`src/hw/mcr_pkg.sv`:
```
package mcr_pkg;
    // Register offsets on the 8-bit register port.
    localparam logic [7:0] MCR_OFS_GAP_START = 8'h88;
    localparam logic [7:0] MCR_OFS_GAP_END = 8'h8c;
    localparam logic [7:0] MCR_OFS_WINDOW = 8'ha4;
    localparam logic [7:0] MCR_OFS_ERR_ADDR = 8'ha8;
    localparam logic [7:0] MCR_OFS_TIMING = 8'hac;

    // Reset values.
    localparam logic [31:0] MCR_RST_GAP_START = 32'h0000_0000;
    localparam logic [31:0] MCR_RST_GAP_END = 32'h0000_0000;
    localparam logic [31:0] MCR_RST_WINDOW = 32'h00fe_c001;
    localparam logic [31:0] MCR_RST_ERR_ADDR = 32'h0000_0000;
    localparam logic [31:0] MCR_RST_TIMING = 32'h30df_3516;

    // Field positions.
    localparam int MCR_GAP_EN_BIT = 31;
    localparam int MCR_GAP_ADDR_LSB = 0;
    localparam int MCR_WIN_EN_BIT = 0;
    localparam int MCR_WIN_BASE_LSB = 12;
    localparam int MCR_ERR_QW_LSB = 1;
    localparam int MCR_ERR_ADDR_LSB = 3;
    localparam int MCR_TIM_REFC_LSB = 20;
    localparam int MCR_TIM_REFS_LSB = 17;
    localparam int MCR_TIM_REFE_BIT = 16;
    localparam int MCR_TIM_LOW_LSB = 0;

    // Field widths.
    localparam int MCR_ADDR_HI_W = 16;
    localparam int MCR_REFC_W = 11;
    localparam int MCR_REFS_W = 3;
    localparam int MCR_TIM_LOW_W = 16;

    // Window span: 64 Kbytes, so host address bits 19:16 must be zero.
    localparam logic [3:0] MCR_WIN_SUB_MB = 4'h0;

    // Clock period of the system clock in ns.
    localparam int MCR_CLK_PERIOD_NS = 50;

    typedef enum logic [0:0] {
        MCR_STG_IDLE = 1'b0,
        MCR_STG_RUN = 1'b1
    } mcr_stg_state_t;
endpackage : mcr_pkg

```
`src/hw/mcr_refresh_timer.sv`:
```
module mcr_refresh_timer
    import mcr_pkg::*;
#(
    parameter int CNT_W = MCR_REFC_W
) (
    input wire logic core_clk_in,
    input wire logic rstn_in,
    input wire logic enable_in,
    input wire logic [CNT_W-1:0] interval_in,
    output logic refresh_pulse_out
);
    initial begin
        if (CNT_W < 1 || CNT_W > 16) begin
            $error("mcr_refresh_timer: CNT_W out of range");
        end
    end

    typedef struct packed {
        logic [CNT_W-1:0] cnt;
        logic run;
        logic pulse;
    } mcr_tmr_state_t;

    mcr_tmr_state_t s_q, s_d;

    always_comb begin
        s_d = s_q;
        s_d.pulse = 1'b0;
        if (!enable_in || interval_in == '0) begin
            s_d.run = 1'b0;
        end else if (!s_q.run) begin
            s_d.run = 1'b1;
            s_d.cnt = interval_in;
        end else if (s_q.cnt == CNT_W'(1)) begin
            s_d.pulse = 1'b1;
            s_d.cnt = interval_in;
        end else begin
            s_d.cnt = s_q.cnt - CNT_W'(1);
        end
    end

    always_ff @(posedge core_clk_in or negedge rstn_in) begin
        if (!rstn_in) begin
            s_q <= '0;
        end else begin
            s_q <= s_d;
        end
    end

    assign refresh_pulse_out = s_q.pulse;

    logic [CNT_W:0] since_q;
    logic armed_q;
    logic [CNT_W-1:0] last_int_q;
    always_ff @(posedge core_clk_in or negedge rstn_in) begin
        if (!rstn_in) begin
            since_q <= '0;
            armed_q <= 1'b0;
            last_int_q <= '0;
        end else begin
            since_q <= s_q.pulse ? (CNT_W+1)'(1) : since_q + (CNT_W+1)'(1);
            last_int_q <= interval_in;
            if (!enable_in || interval_in != last_int_q) begin
                armed_q <= 1'b0;
            end else if (s_q.pulse) begin
                armed_q <= 1'b1;
            end
        end
    end

    property p_refresh_period;
        @(posedge core_clk_in) disable iff (!rstn_in)
        (s_q.pulse && armed_q && $stable(interval_in)) |-> since_q == {1'b0, interval_in};
    endproperty
    a_refresh_period: assert property (p_refresh_period) else $error("refresh spacing wrong");

    property p_no_refresh_off;
        @(posedge core_clk_in) disable iff (!rstn_in)
        (!enable_in) |=> !s_q.pulse;
    endproperty
    a_no_refresh_off: assert property (p_no_refresh_off) else $error("refresh while off");

    c_refresh: cover property (@(posedge core_clk_in) disable iff (!rstn_in) s_q.pulse && armed_q);
endmodule : mcr_refresh_timer

```
`src/hw/mcr_regs.sv`:
```
// Notes on behaviour
// - The high gap end register keeps address bits 35:20 of the last 1 MB block in bits 15:0.
// - The window base field in bits 27:12 gives address bits 35:20 on 1 MB boundaries.
// - With the window enable bit 0 set, the default, accesses in the 64 KB window are ignored.
// - Window register bits 11:1 are reserved here and read as zero.
// - The first uncorrectable error captures bits 31:3 of the effective internal address.
// - Bits 2:1 of the error address hold the failing quadword in transfer order.
// - An error in a single-quadword transfer records quadword position 00.
// - The captured error address means something only while the error flag is set.
// - Every DRAM control output is made on the system clock, in whole clock periods.
// - The timing register holds refresh interval, row stagger, refresh enable and timings.
// - Bits 30:20 count clocks between refreshes, 1 to 2047, one refresh per count that ends with the row stagger idle.
// - Bits 19:17 set the clocks between refresh of successive rows, 000 meaning all at once.
// - The gap start register holds address bits 35:20 in bits 15:0 and its enable in bit 31.
//
// Decided for this implementation: the plain strobed port.
module mcr_regs
    import mcr_pkg::*;
#(
    parameter int ROWS = 4
) (
    input wire logic core_clk_in,
    input wire logic rstn_in,
    input wire logic [7:0] reg_addr_in,
    input wire logic [31:0] reg_wdata_in,
    input wire logic reg_wr_in,
    input wire logic reg_rd_in,
    output logic [31:0] reg_rdata_out,
    input wire logic host_req_in,
    input wire logic [35:0] host_addr_in,
    output logic decode_valid_out,
    output logic mem_ignore_out,
    output logic in_high_gap_out,
    input wire logic qw_valid_in,
    input wire logic xfer_start_in,
    input wire logic xfer_single_in,
    input wire logic ecc_uncorr_in,
    input wire logic [31:0] ecc_eff_addr_in,
    input wire logic err_flag_clr_in,
    output logic uncorrectable_error_flag_out,
    output logic [ROWS-1:0] row_refresh_out,
    output logic refresh_busy_out,
    output logic [MCR_TIM_LOW_W-1:0] dram_timing_fields_out
);
    initial begin
        if (ROWS < 1 || ROWS > 16) begin
            $error("mcr_regs: ROWS out of range");
        end
    end

    typedef struct packed {
        logic gap_en;
        logic [MCR_ADDR_HI_W-1:0] gap_start;
        logic [MCR_ADDR_HI_W-1:0] gap_end;
        logic win_en;
        logic [MCR_ADDR_HI_W-1:0] win_base;
        logic err_flag;
        logic [28:0] err_addr;
        logic [1:0] err_qw;
        logic [1:0] qw_cnt;
        logic [MCR_REFC_W-1:0] refc;
        logic [MCR_REFS_W-1:0] refs;
        logic refe;
        logic [MCR_TIM_LOW_W-1:0] tim_low;
        logic [31:0] rdata;
        logic dec_valid;
        logic dec_ignore;
        logic dec_gap;
    } mcr_regs_t;

    localparam mcr_regs_t MCR_REGS_RESET = '{
        gap_en: MCR_RST_GAP_START[MCR_GAP_EN_BIT],
        gap_start: MCR_RST_GAP_START[MCR_GAP_ADDR_LSB +: MCR_ADDR_HI_W],
        gap_end: MCR_RST_GAP_END[MCR_GAP_ADDR_LSB +: MCR_ADDR_HI_W],
        win_en: MCR_RST_WINDOW[MCR_WIN_EN_BIT],
        win_base: MCR_RST_WINDOW[MCR_WIN_BASE_LSB +: MCR_ADDR_HI_W],
        err_flag: 1'b0,
        err_addr: MCR_RST_ERR_ADDR[31:MCR_ERR_ADDR_LSB],
        err_qw: MCR_RST_ERR_ADDR[MCR_ERR_QW_LSB +: 2],
        qw_cnt: 2'h0,
        refc: MCR_RST_TIMING[MCR_TIM_REFC_LSB +: MCR_REFC_W],
        refs: MCR_RST_TIMING[MCR_TIM_REFS_LSB +: MCR_REFS_W],
        refe: MCR_RST_TIMING[MCR_TIM_REFE_BIT],
        tim_low: MCR_RST_TIMING[MCR_TIM_LOW_LSB +: MCR_TIM_LOW_W],
        rdata: 32'h0000_0000,
        dec_valid: 1'b0,
        dec_ignore: 1'b0,
        dec_gap: 1'b0
    };

    mcr_regs_t s_q, s_d;

    logic [MCR_ADDR_HI_W-1:0] host_mb;
    logic win_hit;
    logic gap_hit;
    logic [1:0] qw_pos;
    logic refresh_pulse;

    always_comb begin
        host_mb = host_addr_in[35:20];
        win_hit = s_q.win_en && host_mb == s_q.win_base
            && host_addr_in[19:16] == MCR_WIN_SUB_MB;
        gap_hit = s_q.gap_en && host_mb >= s_q.gap_start
            && host_mb <= s_q.gap_end;
        if (xfer_single_in || xfer_start_in) begin
            qw_pos = 2'h0;
        end else begin
            qw_pos = s_q.qw_cnt;
        end
    end

    always_comb begin
        s_d = s_q;
        s_d.rdata = 32'h0000_0000;
        s_d.dec_valid = host_req_in;
        s_d.dec_ignore = host_req_in && win_hit;
        s_d.dec_gap = host_req_in && gap_hit;

        if (qw_valid_in) begin
            s_d.qw_cnt = qw_pos + 2'h1;
        end

        // A new error in the clearing cycle keeps the flag set and is captured.
        if (err_flag_clr_in) begin
            s_d.err_flag = 1'b0;
        end
        if (ecc_uncorr_in && qw_valid_in && (!s_q.err_flag || err_flag_clr_in)) begin
            s_d.err_flag = 1'b1;
            s_d.err_addr = ecc_eff_addr_in[31:MCR_ERR_ADDR_LSB];
            s_d.err_qw = qw_pos;
        end

        if (reg_wr_in) begin
            if (reg_addr_in == MCR_OFS_GAP_START) begin
                s_d.gap_en = reg_wdata_in[MCR_GAP_EN_BIT];
                s_d.gap_start = reg_wdata_in[MCR_GAP_ADDR_LSB +: MCR_ADDR_HI_W];
            end else if (reg_addr_in == MCR_OFS_GAP_END) begin
                s_d.gap_end = reg_wdata_in[MCR_GAP_ADDR_LSB +: MCR_ADDR_HI_W];
            end else if (reg_addr_in == MCR_OFS_WINDOW) begin
                s_d.win_en = reg_wdata_in[MCR_WIN_EN_BIT];
                s_d.win_base = reg_wdata_in[MCR_WIN_BASE_LSB +: MCR_ADDR_HI_W];
            end else if (reg_addr_in == MCR_OFS_TIMING) begin
                s_d.refc = reg_wdata_in[MCR_TIM_REFC_LSB +: MCR_REFC_W];
                s_d.refs = reg_wdata_in[MCR_TIM_REFS_LSB +: MCR_REFS_W];
                s_d.refe = reg_wdata_in[MCR_TIM_REFE_BIT];
                s_d.tim_low = reg_wdata_in[MCR_TIM_LOW_LSB +: MCR_TIM_LOW_W];
            end
        end

        if (reg_rd_in) begin
            if (reg_addr_in == MCR_OFS_GAP_START) begin
                s_d.rdata[MCR_GAP_EN_BIT] = s_q.gap_en;
                s_d.rdata[MCR_GAP_ADDR_LSB +: MCR_ADDR_HI_W] = s_q.gap_start;
            end else if (reg_addr_in == MCR_OFS_GAP_END) begin
                s_d.rdata[MCR_GAP_ADDR_LSB +: MCR_ADDR_HI_W] = s_q.gap_end;
            end else if (reg_addr_in == MCR_OFS_WINDOW) begin
                s_d.rdata[MCR_WIN_EN_BIT] = s_q.win_en;
                s_d.rdata[MCR_WIN_BASE_LSB +: MCR_ADDR_HI_W] = s_q.win_base;
            end else if (reg_addr_in == MCR_OFS_ERR_ADDR) begin
                s_d.rdata[31:MCR_ERR_ADDR_LSB] = s_q.err_addr;
                s_d.rdata[MCR_ERR_QW_LSB +: 2] = s_q.err_qw;
            end else if (reg_addr_in == MCR_OFS_TIMING) begin
                s_d.rdata[MCR_TIM_REFC_LSB +: MCR_REFC_W] = s_q.refc;
                s_d.rdata[MCR_TIM_REFS_LSB +: MCR_REFS_W] = s_q.refs;
                s_d.rdata[MCR_TIM_REFE_BIT] = s_q.refe;
                s_d.rdata[MCR_TIM_LOW_LSB +: MCR_TIM_LOW_W] = s_q.tim_low;
            end
        end
    end

    always_ff @(posedge core_clk_in or negedge rstn_in) begin
        if (!rstn_in) begin
            s_q <= MCR_REGS_RESET;
        end else begin
            s_q <= s_d;
        end
    end

    mcr_refresh_timer #(
        .CNT_W(MCR_REFC_W)
    ) u_timer (
        .core_clk_in(core_clk_in),
        .rstn_in(rstn_in),
        .enable_in(s_q.refe),
        .interval_in(s_q.refc),
        .refresh_pulse_out(refresh_pulse)
    );

    mcr_row_stagger #(
        .ROWS(ROWS)
    ) u_stagger (
        .core_clk_in(core_clk_in),
        .rstn_in(rstn_in),
        .start_in(refresh_pulse),
        .stagger_in(s_q.refs),
        .row_refresh_out(row_refresh_out),
        .busy_out(refresh_busy_out)
    );

    assign reg_rdata_out = s_q.rdata;
    assign decode_valid_out = s_q.dec_valid;
    assign mem_ignore_out = s_q.dec_ignore;
    assign in_high_gap_out = s_q.dec_gap;
    assign uncorrectable_error_flag_out = s_q.err_flag;
    assign dram_timing_fields_out = s_q.tim_low;

    property p_window_ignore;
        @(posedge core_clk_in) disable iff (!rstn_in)
        (host_req_in && s_q.win_en && host_addr_in[35:16] == {s_q.win_base, 4'h0})
        |=> mem_ignore_out && decode_valid_out;
    endproperty
    a_window_ignore: assert property (p_window_ignore) else $error("window access not ignored");

    property p_window_off;
        @(posedge core_clk_in) disable iff (!rstn_in)
        (host_req_in && !s_q.win_en) |=> !mem_ignore_out;
    endproperty
    a_window_off: assert property (p_window_off) else $error("disabled window ignored access");

    property p_gap_range;
        @(posedge core_clk_in) disable iff (!rstn_in)
        host_req_in |=> in_high_gap_out == ($past(s_q.gap_en)
            && $past(host_addr_in[35:20]) >= $past(s_q.gap_start)
            && $past(host_addr_in[35:20]) <= $past(s_q.gap_end));
    endproperty
    a_gap_range: assert property (p_gap_range) else $error("gap decode wrong");

    property p_err_hold;
        @(posedge core_clk_in) disable iff (!rstn_in)
        (s_q.err_flag && !err_flag_clr_in) |=> $stable(s_q.err_addr) && $stable(s_q.err_qw);
    endproperty
    a_err_hold: assert property (p_err_hold) else $error("error capture overwritten");

    property p_err_capture;
        @(posedge core_clk_in) disable iff (!rstn_in)
        (ecc_uncorr_in && qw_valid_in && !s_q.err_flag)
        |=> uncorrectable_error_flag_out && s_q.err_addr == $past(ecc_eff_addr_in[31:3]);
    endproperty
    a_err_capture: assert property (p_err_capture) else $error("error address not captured");

    property p_single_qw;
        @(posedge core_clk_in) disable iff (!rstn_in)
        (ecc_uncorr_in && qw_valid_in && xfer_single_in && !s_q.err_flag) |=> s_q.err_qw == 2'h0;
    endproperty
    a_single_qw: assert property (p_single_qw) else $error("single quadword position not 00");

    property p_qw_order;
        @(posedge core_clk_in) disable iff (!rstn_in)
        (qw_valid_in && xfer_start_in && !xfer_single_in) ##1 (qw_valid_in && !xfer_start_in
            && !xfer_single_in && ecc_uncorr_in && !s_q.err_flag) |=> s_q.err_qw == 2'h1;
    endproperty
    a_qw_order: assert property (p_qw_order) else $error("quadword order wrong");

    property p_window_rsv;
        @(posedge core_clk_in) disable iff (!rstn_in)
        (reg_rd_in && reg_addr_in == MCR_OFS_WINDOW) |=> reg_rdata_out[11:1] == 11'h000
            && reg_rdata_out[31:28] == 4'h0;
    endproperty
    a_window_rsv: assert property (p_window_rsv) else $error("window reserved bits nonzero");

    property p_gap_end_rsv;
        @(posedge core_clk_in) disable iff (!rstn_in)
        (reg_rd_in && reg_addr_in == MCR_OFS_GAP_END) |=> reg_rdata_out[31:16] == 16'h0000
            && reg_rdata_out[15:0] == $past(s_q.gap_end);
    endproperty
    a_gap_end_rsv: assert property (p_gap_end_rsv) else $error("gap end readback wrong");

    property p_dec_follow;
        @(posedge core_clk_in) disable iff (!rstn_in)
        host_req_in
        |=> decode_valid_out;
    endproperty
    a_dec_follow: assert property (p_dec_follow) else $error("request not decoded");

    property p_win_span;
        @(posedge core_clk_in) disable iff (!rstn_in)
        (host_req_in && host_addr_in[19:16] != MCR_WIN_SUB_MB)
        |=> !mem_ignore_out;
    endproperty
    a_win_span: assert property (p_win_span) else $error("ignore outside 64 KB");

    property p_win_base;
        @(posedge core_clk_in) disable iff (!rstn_in)
        (host_req_in && host_addr_in[35:20] != s_q.win_base)
        |=> !mem_ignore_out;
    endproperty
    a_win_base: assert property (p_win_base) else $error("ignore off base");

    property p_gap_above;
        @(posedge core_clk_in) disable iff (!rstn_in)
        (host_req_in && host_addr_in[35:20] > s_q.gap_end)
        |=> !in_high_gap_out;
    endproperty
    a_gap_above: assert property (p_gap_above) else $error("gap hit above end");

    property p_win_write;
        @(posedge core_clk_in) disable iff (!rstn_in)
        (reg_wr_in && reg_addr_in == MCR_OFS_WINDOW)
        |=> s_q.win_base == $past(reg_wdata_in[27:12]) && s_q.win_en == $past(reg_wdata_in[0]);
    endproperty
    a_win_write: assert property (p_win_write) else $error("window write lost");

    property p_err_quiet;
        @(posedge core_clk_in) disable iff (!rstn_in)
        !ecc_uncorr_in
        |=> $stable(s_q.err_addr) && $stable(s_q.err_qw);
    endproperty
    a_err_quiet: assert property (p_err_quiet) else $error("capture without error");

    property p_err_clear;
        @(posedge core_clk_in) disable iff (!rstn_in)
        (err_flag_clr_in && !(ecc_uncorr_in && qw_valid_in))
        |=> !uncorrectable_error_flag_out;
    endproperty
    a_err_clear: assert property (p_err_clear) else $error("error flag not cleared");

    property p_err_sticky;
        @(posedge core_clk_in) disable iff (!rstn_in)
        (uncorrectable_error_flag_out && !err_flag_clr_in)
        |=> uncorrectable_error_flag_out;
    endproperty
    a_err_sticky: assert property (p_err_sticky) else $error("error flag dropped");

    property p_tim_read;
        @(posedge core_clk_in) disable iff (!rstn_in)
        (reg_rd_in && reg_addr_in == MCR_OFS_TIMING)
        |=> reg_rdata_out[15:0] == dram_timing_fields_out && !reg_rdata_out[31];
    endproperty
    a_tim_read: assert property (p_tim_read) else $error("timing readback wrong");

    property p_start_rsv;
        @(posedge core_clk_in) disable iff (!rstn_in)
        (reg_rd_in && reg_addr_in == MCR_OFS_GAP_START)
        |=> reg_rdata_out[30:16] == 15'h0000;
    endproperty
    a_start_rsv: assert property (p_start_rsv) else $error("gap start reserved bits set");

    c_window_hit: cover property (@(posedge core_clk_in) disable iff (!rstn_in) mem_ignore_out);
    c_gap_hit: cover property (@(posedge core_clk_in) disable iff (!rstn_in) in_high_gap_out);
    c_err_cap: cover property (@(posedge core_clk_in) disable iff (!rstn_in)
        $rose(uncorrectable_error_flag_out) && s_q.err_qw == 2'h3);
endmodule : mcr_regs

```
`src/hw/mcr_row_stagger.sv`:
```
module mcr_row_stagger
    import mcr_pkg::*;
#(
    parameter int ROWS = 4
) (
    input wire logic core_clk_in,
    input wire logic rstn_in,
    input wire logic start_in,
    input wire logic [MCR_REFS_W-1:0] stagger_in,
    output logic [ROWS-1:0] row_refresh_out,
    output logic busy_out
);
    localparam int IDX_W = (ROWS > 1) ? $clog2(ROWS) : 1;

    initial begin
        if (ROWS < 1 || ROWS > 16) begin
            $error("mcr_row_stagger: ROWS out of range");
        end
    end

    typedef struct packed {
        mcr_stg_state_t st;
        logic [IDX_W-1:0] idx;
        logic [MCR_REFS_W-1:0] gap;
        logic [MCR_REFS_W-1:0] step;
        logic [ROWS-1:0] rows;
    } mcr_stg_t;

    mcr_stg_t s_q, s_d;

    always_comb begin
        s_d = s_q;
        s_d.rows = '0;
        case (s_q.st)
            MCR_STG_IDLE: begin
                if (start_in) begin
                    if (stagger_in == '0 || ROWS == 1) begin
                        s_d.rows = '1;
                    end else begin
                        s_d.rows[0] = 1'b1;
                        s_d.idx = IDX_W'(1);
                        s_d.step = stagger_in;
                        s_d.gap = stagger_in;
                        s_d.st = MCR_STG_RUN;
                    end
                end
            end
            MCR_STG_RUN: begin
                if (s_q.gap == MCR_REFS_W'(1)) begin
                    s_d.rows[s_q.idx] = 1'b1;
                    s_d.gap = s_q.step;
                    if (32'(s_q.idx) == ROWS - 1) begin
                        s_d.st = MCR_STG_IDLE;
                    end else begin
                        s_d.idx = s_q.idx + IDX_W'(1);
                    end
                end else begin
                    s_d.gap = s_q.gap - MCR_REFS_W'(1);
                end
            end
            default: begin
                s_d.st = MCR_STG_IDLE;
            end
        endcase
    end

    always_ff @(posedge core_clk_in or negedge rstn_in) begin
        if (!rstn_in) begin
            s_q <= '0;
        end else begin
            s_q <= s_d;
        end
    end

    assign row_refresh_out = s_q.rows;
    assign busy_out = (s_q.st == MCR_STG_RUN);

    property p_all_at_once;
        @(posedge core_clk_in) disable iff (!rstn_in)
        (start_in && s_q.st == MCR_STG_IDLE && stagger_in == '0) |=> row_refresh_out == '1;
    endproperty
    a_all_at_once: assert property (p_all_at_once) else $error("rows not refreshed together");

    property p_stagger_one;
        @(posedge core_clk_in) disable iff (!rstn_in)
        (start_in && s_q.st == MCR_STG_IDLE && stagger_in == 3'h1 && ROWS > 1)
        |=> row_refresh_out[0] ##1 row_refresh_out[1];
    endproperty
    a_stagger_one: assert property (p_stagger_one) else $error("stagger of one clock wrong");

    c_staggered: cover property (@(posedge core_clk_in) disable iff (!rstn_in)
        busy_out && row_refresh_out != '0);
endmodule : mcr_row_stagger

```
`config.mk`:
```
export PLATFORM = sky130hd
export DESIGN_NAME = mcr_regs
export DESIGN_NICKNAME = d
export VERILOG_FILES = /design/src/hw/mcr_pkg.sv /design/src/hw/mcr_refresh_timer.sv /design/src/hw/mcr_regs.sv /design/src/hw/mcr_row_stagger.sv
export SDC_FILE = /design/constraint.sdc
export NUM_CORES = 1
export LEC_CHECK = 0
export ABC_AREA = 1
export CAP_MARGIN = 20
export CORE_MARGIN = 5
export CORE_UTILIZATION = 60
export CTS_BUF_LIST = sky130_fd_sc_hd__clkbuf_4 sky130_fd_sc_hd__clkbuf_8
export CTS_CLUSTER_SIZE = 28
export DETAILED_ROUTE_END_ITERATION = 7
export DONT_BUFFER_PORTS = 1
export HOLD_SLACK_MARGIN = 0.05
export PLACE_DENSITY = 0.79
export SYNTH_ARGS = -nofsm -noshare
export SYNTH_HDL_FRONTEND = slang
export SYNTH_SLANG_ARGS = --single-unit
```
`constraint.sdc`:
```
create_clock -name core_clk_in -period 1.6 [get_ports core_clk_in]
set_input_delay 0.08 -clock core_clk_in [delete_from_list [all_inputs] [get_ports core_clk_in]]
set_output_delay 0.08 -clock core_clk_in [all_outputs]
set_load 0.03 [all_outputs]
```
==> flow_summary.yaml, run 1 <==
detailed_routing:
  drt_iter0_markers: 756
  detail-route-antenna-nets: 0
  via_count: 8005
  drc_errors: 0
  wl_mm: 25.9
  via_per_inst: 5.76
  drt_first_pass_iters: 6
  post_drt_wl_per_cell_um: 18.6
finish:
  final_nets: 1351
  final_area_sq_mm: 0.0107
  antennaDiodeCount: 0
  fillCellCount: 1062
  area_growth_pct: 18.9
  drive_gt1_share_pct: 11.1
global_route:
  grt_max_degree: 177
  antenna_found_initial: 0
  grt_usage_pct: 29.3
  grt_pass1_vias: 8006
  grt_overflow: 0
  grt_pass1_wl_mm: 40.8
setup_path:
  crit_path_top_delay_cell: "dfrtp_1"
  cp-start-kind: "register"
  rrSetupSlack_ns: 0.06
  path_cells: "inv_2, ha_4, nand2_1, nor2_2, nand2_1, nand2_1, nand2_1, nand2_1, nand2_1, nand2_1, nor2_1"
  end_kind: "register"
  critical_path_class: "reg2reg"
  crit_top_cell: "nand2_1"
  r2r-start: "s_q[124]"
  crit_arrival_ns: 1.90
  crit_required_ns: 1.96
  rr_worst_depth: 11
  crit_path_max_fanout: 3
  crit_start: "s_q[124]"
  r2r-end: "in_high_gap_out"
  slowest_delay_ns: 0.42
sta:
  fin_crit_sh_pct: 96.2
  min_period_ns: 1.54
  hold_viol_final: 176
  finalSetupViolations: 0
  skew_ns: 0.00853
  fin_tns_setup_ns: 0
  tightest_slew_ns: 0.579
  fmax_ghz: 0.650
  slew_headroom_pct: 61.4
  maxSlewViolCount: 0
  hold_ws_ns: -0.691
clock_network:
  htreeDepth: 4
  clock-root-buffer: "clkbuf_8"
  cts.sinks: 176
  clk_latency_ns: 0.47
  clk_pin_slew_ns: 0.09
  clk_path_buf_depth: 2
  cts_made_buffers: 17
  cts_tree: "built"
  hold_buffers: 108
floorplanning:
  fp-row-count: 44
  die_h_um: 133
  die_w_um: 133
  ios: 175
  initial_core_util_pct: 61.7
  coreArea_sq_mm: 0.0146
  design.die.area_sq_mm: 0.0176
outcome:
  violations: "negative hold slack"
  status: "finished, violations left"
logic_synthesis:
  synthCells: 1111
  avgSynthCellArea_sq_um: 8.13
  ys_warn_count: 0
  synth_cell_types: 37
  synth-seq-cells: 176
  synthesis.area_sq_mm: 0.00903
  synth.yosys.seq_area_share_pct: 49.1
  synth_fp_nets: 1269
placement:
  place_congestion: 0.903
  place_area_sq_mm: 0.00908
  hpwl_mm: 17.1
  port_buffers: 0
power_and_ir_drop:
  ir_drop_mv: 0.624
  powerDensity_mw_per_mm2: 899
  p_leak_nw: 5.08
worst_hold_path:
  hp-class: "in2async"
run:
  max-cap-violations: 0
critical path, delay by kind of cell (launching register included):
| family | cells | cell delay (ns) |
|---|---|---|
| buffers and inverters | 1 | 0.07 |
| and+or+nand+nor | 9 | 0.67 |
| DFF | 1 | 0.42 |
| adders and majority gates | 1 | 0.27 |
registers in the layout, indices dropped and copies added (netlist names):
register and cells:
decode_valid_out 1, dram_timing_fields_out 16, in_high_gap_out 1, mem_ignore_out 1, reg_rdata_out 32, s_q 98, u_stagger.busy_out 1, u_stagger.row_refresh_out 4
u_stagger.s_q 8, u_timer.refresh_pulse_out 1, u_timer.s_q 12, uncorrectable_error_flag_out 1
cell type report:
class	count	area [sq um]	share of cell area [%]
sequential	176	4440	41.3
multi-input combinational	714	3650	34.0
timing repair buffer	151	1480	13.8
inverter	133	499	4.65
clock buffer	24	312	2.90
tap	184	230	2.14
clock inverter	8	129	1.20
layout by cell type (no fill, tap or decap), drive strengths merged, types with 24 or more instances in the layout:
cell type and instances:
a21oi 42, buf 43, clkbuf 24, dfrtp 150, dfstp 26, dlygate4sd3 108
ha 40, inv 133, nand2 342, nand3 37, nor2 50, o21ai 142
layer usage:
layer / vias up / global-route usage (%) / wire, um
li1: 3656 / - / -
met1: 3837 / 37.2 / 10100
met2: 417 / 47.0 / 12300
met3: 95 / 7.02 / 2190
met4: 0 / 15.4 / 1360
met5: - / 0 / 0
synth_stat cells (all sizes together):
| library cell | number | share of area [%] |
|---|---|---|
| a211oi | 4 | 0.33 |
| o22ai | 5 | 0.35 |
| xnor2 | 5 | 0.48 |
| o21bai | 1 | 0.083 |
| nand4 | 4 | 0.28 |
| clkbuf | 19 | 0.79 |
| o21a | 1 | 0.083 |
| o211ai | 9 | 0.75 |
| and2 | 1 | 0.069 |
| a31oi | 13 | 0.90 |
| nand3 | 37 | 2.2 |
| dfstp | 26 | 7.6 |
| o221ai | 1 | 0.097 |
| buf | 69 | 5.4 |
| dfrtp | 150 | 42 |
| ha | 40 | 5.5 |
| o21ai | 142 | 7.9 |
| a221oi | 1 | 0.097 |
| a21o | 1 | 0.083 |
| o31ai | 1 | 0.083 |
| nor2 | 50 | 2.2 |
| a21oi | 42 | 2.3 |
| a22o | 1 | 0.097 |
| xor2 | 3 | 0.29 |
| nand2 | 342 | 14 |
| inv | 133 | 5.5 |
| nor3 | 10 | 0.73 |
logic make-up after synthesis:
group,after synthesis,share of synthesized area [%]
XOR/XNOR,8,0.776
AND/OR/NAND/NOR,444,19.7
AO/OA/AOI/OAI,222,13.1
buffers and inverters,221,11.7
flip-flops,176,49.1
adder cells (fa/ha/maj),40,5.54
how the worst max path moves through the flow:
stage,slack (ns),endpoint
after floorplan,0.12,u_stagger.s_q[11]
after global placement,-0.05,u_timer.s_q[6]
after detailed placement,-0.11,u_timer.s_q[5]
after CTS,0.004,u_timer.s_q[5]
after global routing,-0.06,in_high_gap_out
final,0.06,in_high_gap_out
timing repair:
item,CTS,global route
resized for setup,1,25
buffers inserted,0,3
pin swaps,0,3
hold endpoints to repair,316,176
setup endpoints to repair,8,23
gates cloned,0,0
through the flow:
| step | power [mW] | std cells | setup WS, ns | hold slack (ns) | util (%) |
|---|---|---|---|---|---|
| 2_1_floorplan | 5.73 | 1111 | 0.119 | -0.216 | - |
| 3_3_place_gp | 5.98 | 1247 | -0.0526 | -0.210 | 62.0 |
| 3_5_place_dp | 6.02 | 1247 | -0.108 | -0.209 | 62.0 |
| 4_1_cts | 9.57 | 1387 | 0.00389 | -0.725 | 72.4 |
| 5_1_grt | 10.1 | 1390 | -0.0600 | -0.726 | 73.4 |
| 6_report | 9.65 | 1390 | 0.0610 | -0.691 | 73.4 |
where the power goes:
group          total, mW  switching [mW]  leakage (nW)  internal [mW]
clock network       3.38            1.61         0.224           1.77
logic               1.28           0.687          2.56          0.597
registers           4.99           0.251          2.29           4.74
total               9.65            2.54          5.08           7.11
Power figures use the tool's default switching activity.
==> run 2, diff against run 1 <==
--- a/config.mk
+++ b/config.mk
@@ -5,7 +5,6 @@
 export SDC_FILE = /design/constraint.sdc
 export NUM_CORES = 1
 export LEC_CHECK = 0
-export ABC_AREA = 1
 export CAP_MARGIN = 20
 export CORE_MARGIN = 5
 export CORE_UTILIZATION = 60
==> flow_summary.yaml, run 2 <==
outcome:
  status: "finished, violations left"
  violations: "negative hold slack, negative setup slack"
finish:
  fillCellCount: 944
  final_nets: 1043
  mostFrequentLayoutCells: "dfrtp_1, mux2_2, dlygate4sd3_1"
  regArea_sq_mm: 0.00444
  area_growth_pct: 20.9
  stdcell_count: 1083
  final_common_cell: "dfrtp_1"
  multi_input_area_sq_mm: 0.00397
  drive_gt1_share_pct: 32.3
  top_register: "s_q"
  final_area_sq_mm: 0.0109
  largest_reg_flops: 98
sta:
  timing.final.ws_setup_ns: -0.482
  hold_viol_final: 176
  hold_ws_ns: -0.704
  min_period_ns: 2.08
  slew_headroom_pct: 50.4
  fin_crit_sh_pct: 130
  fmax_ghz: 0.480
  tightest_slew_ns: 0.741
  fin_tns_setup_ns: -4.27
  maxSlewViolCount: 0
  skew_ns: 0.0158
  finalSetupViolations: 13
  rsz0062_at_grt: "true"
setup_path:
  cp_top_family: "compound AO/OA/AOI/OAI gates"
  crit_path_top_delay_cell: "or4b_4"
  slowest_delay_ns: 0.47
  crit_required_ns: 1.95
  cp-start-kind: "register"
  end_kind: "register"
  crit_arrival_ns: 2.44
  crit_path_max_fanout: 4
  path_cells: "inv_2, ha_4, or4b_4, o41a_1, o21ai_1, nand2_1, a221o_1"
  critical_path_class: "reg2reg"
  crit_buf_inv: 1
logic_synthesis:
  yosysMostFrequentCell: "dfrtp_1"
  synth-seq-cells: 176
  avgSynthCellArea_sq_um: 11.5
  synth_cell_types: 57
  synth_top_cell_area_share_pct: 41.8
  synth_top_area_cell: "dfrtp_1"
  synth_fp_nets: 937
  ys.flop_type: "dfrtp_1"
  synthTopCellsByCount: "dfrtp_1, mux2_2, buf_4, inv_1, ha_1"
  yosys-top-cells-area: "dfrtp_1, mux2_2, dfstp_2"
  synth.yosys.seq_area_share_pct: 49.4
  ys_warn_count: 0
  synthesis.area_sq_mm: 0.00898
  synthCells: 779
  synth-edff-count: 0
  synth-async-reset-ratio_pct: 100
floorplanning:
  coreArea_sq_mm: 0.0146
  ios: 175
  die_w_um: 132
  fp-row-count: 44
  initial_core_util_pct: 61.6
  design.die.area_sq_mm: 0.0175
  die_h_um: 132
detailed_routing:
  m1WireLength_mm: 9.30
  drt_iter0_markers: 561
  via_count: 6492
  via_per_inst: 5.99
  drc_errors: 0
  top_layer: "met5"
  post_drt_wl_per_cell_um: 22.0
  drt_first_pass_iters: 5
  detail-route-antenna-nets: 0
  wl_mm: 23.9
  met3WireLength_mm: 1.47
  route.met2.wl_mm: 12.4
global_route:
  grt_pass1_vias: 6985
  grt_max_degree: 177
  grt_pass1_wl_mm: 37.8
  grt_usage_pct: 27.4
  grt_overflow: 0
  antenna_found_initial: 1
clock_network:
  cts_made_buffers: 17
  cts_tree: "built"
  clk_path_buf_depth: 2
  cts.sinks: 176
  clk_pin_slew_ns: 0.09
  htreeDepth: 4
  clk_latency_ns: 0.47
  clock-root-buffer: "clkbuf_8"
power_and_ir_drop:
  p_leak_nw: 4.96
  ir_drop_mv: 1.01
  fin_total_pwr_mw: 10.4
  powerDensity_mw_per_mm2: 955
placement:
  place_inst: 949
  pre_cts_slack_ns: -0.496
  place_congestion: 0.856
  port_buffers: 0
  place_area_sq_mm: 0.00931
  hpwl_mm: 16.1
worst_hold_path:
  hp-class: "in2async"
run:
  max-cap-violations: 0
==> run 2: cell families (layout without fill, tap and decap cells) <==
family                     Yosys count  in the layout  synth area share (%)
DFF                                176            176                  49.4
muxes                              141            141                  17.5
and+or+nand+nor                    140            140                  8.16
AOI/OAI and AO/OA                  133            133                  9.79
buffers and inverters              131            250                  7.87
adders and majority gates           40             40                  5.57
xor gates and xnor gates            18             18                  1.75
other                                0              1                     0
==> run 2: final cells by class <==
| type | count | area share [%] |
|---|---|---|
| antenna | 1 | 0.0230 |
| clock buffer | 18 | 2.28 |
| clock inverter | 14 | 1.65 |
| inverter | 47 | 1.62 |
| multi-input combinational | 472 | 36.6 |
| sequential | 176 | 40.8 |
| tap | 184 | 2.12 |
| timing repair buffer | 171 | 14.9 |
==> run 2: worst paths after layout <==
path | from | to | slack, ns | depth (start not counted)
max in group asynchronous | rstn_in | dram_timing_fields_out[2] | 1.86 | 0
setup reg to reg | u_timer.s_q[3] | u_timer.s_q[9] | -0.48 | 7
min in group core_clk_in | host_addr_in[35] | in_high_gap_out | 0.08 | 4
setup / recovery | u_timer.s_q[3] | u_timer.s_q[9] | -0.48 | 7
hold / removal | rstn_in | reg_rdata_out[29] | -0.70 | 0
hold reg to reg | u_stagger.s_q[6] | u_stagger.s_q[6] | 0.48 | 2
==> run 2: layer usage <==
metal	track usage, %	up-vias
li1	-	2936
met1	33.4	3259
met2	47.2	242
met3	6.64	53
met4	10.3	2
met5	0	-
==> run 2: per-stage QoR <==
stage,hold WS [ns],utilization [%]
floorplan,-0.216,-
global placement,-0.210,63.8
detailed placement,-0.207,63.8
CTS,-0.719,73.8
global route,-0.731,74.5
finish,-0.704,74.5
==> run 2: timing repair <==
item | CTS | global route
setup buffers | 2 | 1
hold endpoints to repair | 326 | 178
setup endpoints to repair | 13 | 14
pin swaps | 8 | 8
hold buffers | 95 | 2
resized for setup | 12 | 16
gates cloned | 1 | 0
==> run 2: worst register-to-register path, cell delays in order (launching register included) <==
cell,delay [ns]
dfrtp_1,0.40
inv_2,0.08
ha_4,0.11
or4b_4,0.47
o41a_1,0.41
o21ai_1,0.11
nand2_1,0.06
a221o_1,0.32
==> run 2: power breakdown <==
group | internal (mW) | leakage, nW | switching, mW
combinational | 1.07 | 2.48 | 0.870
clock | 1.61 | 0.212 | 1.72
sequential | 4.81 | 2.27 | 0.301
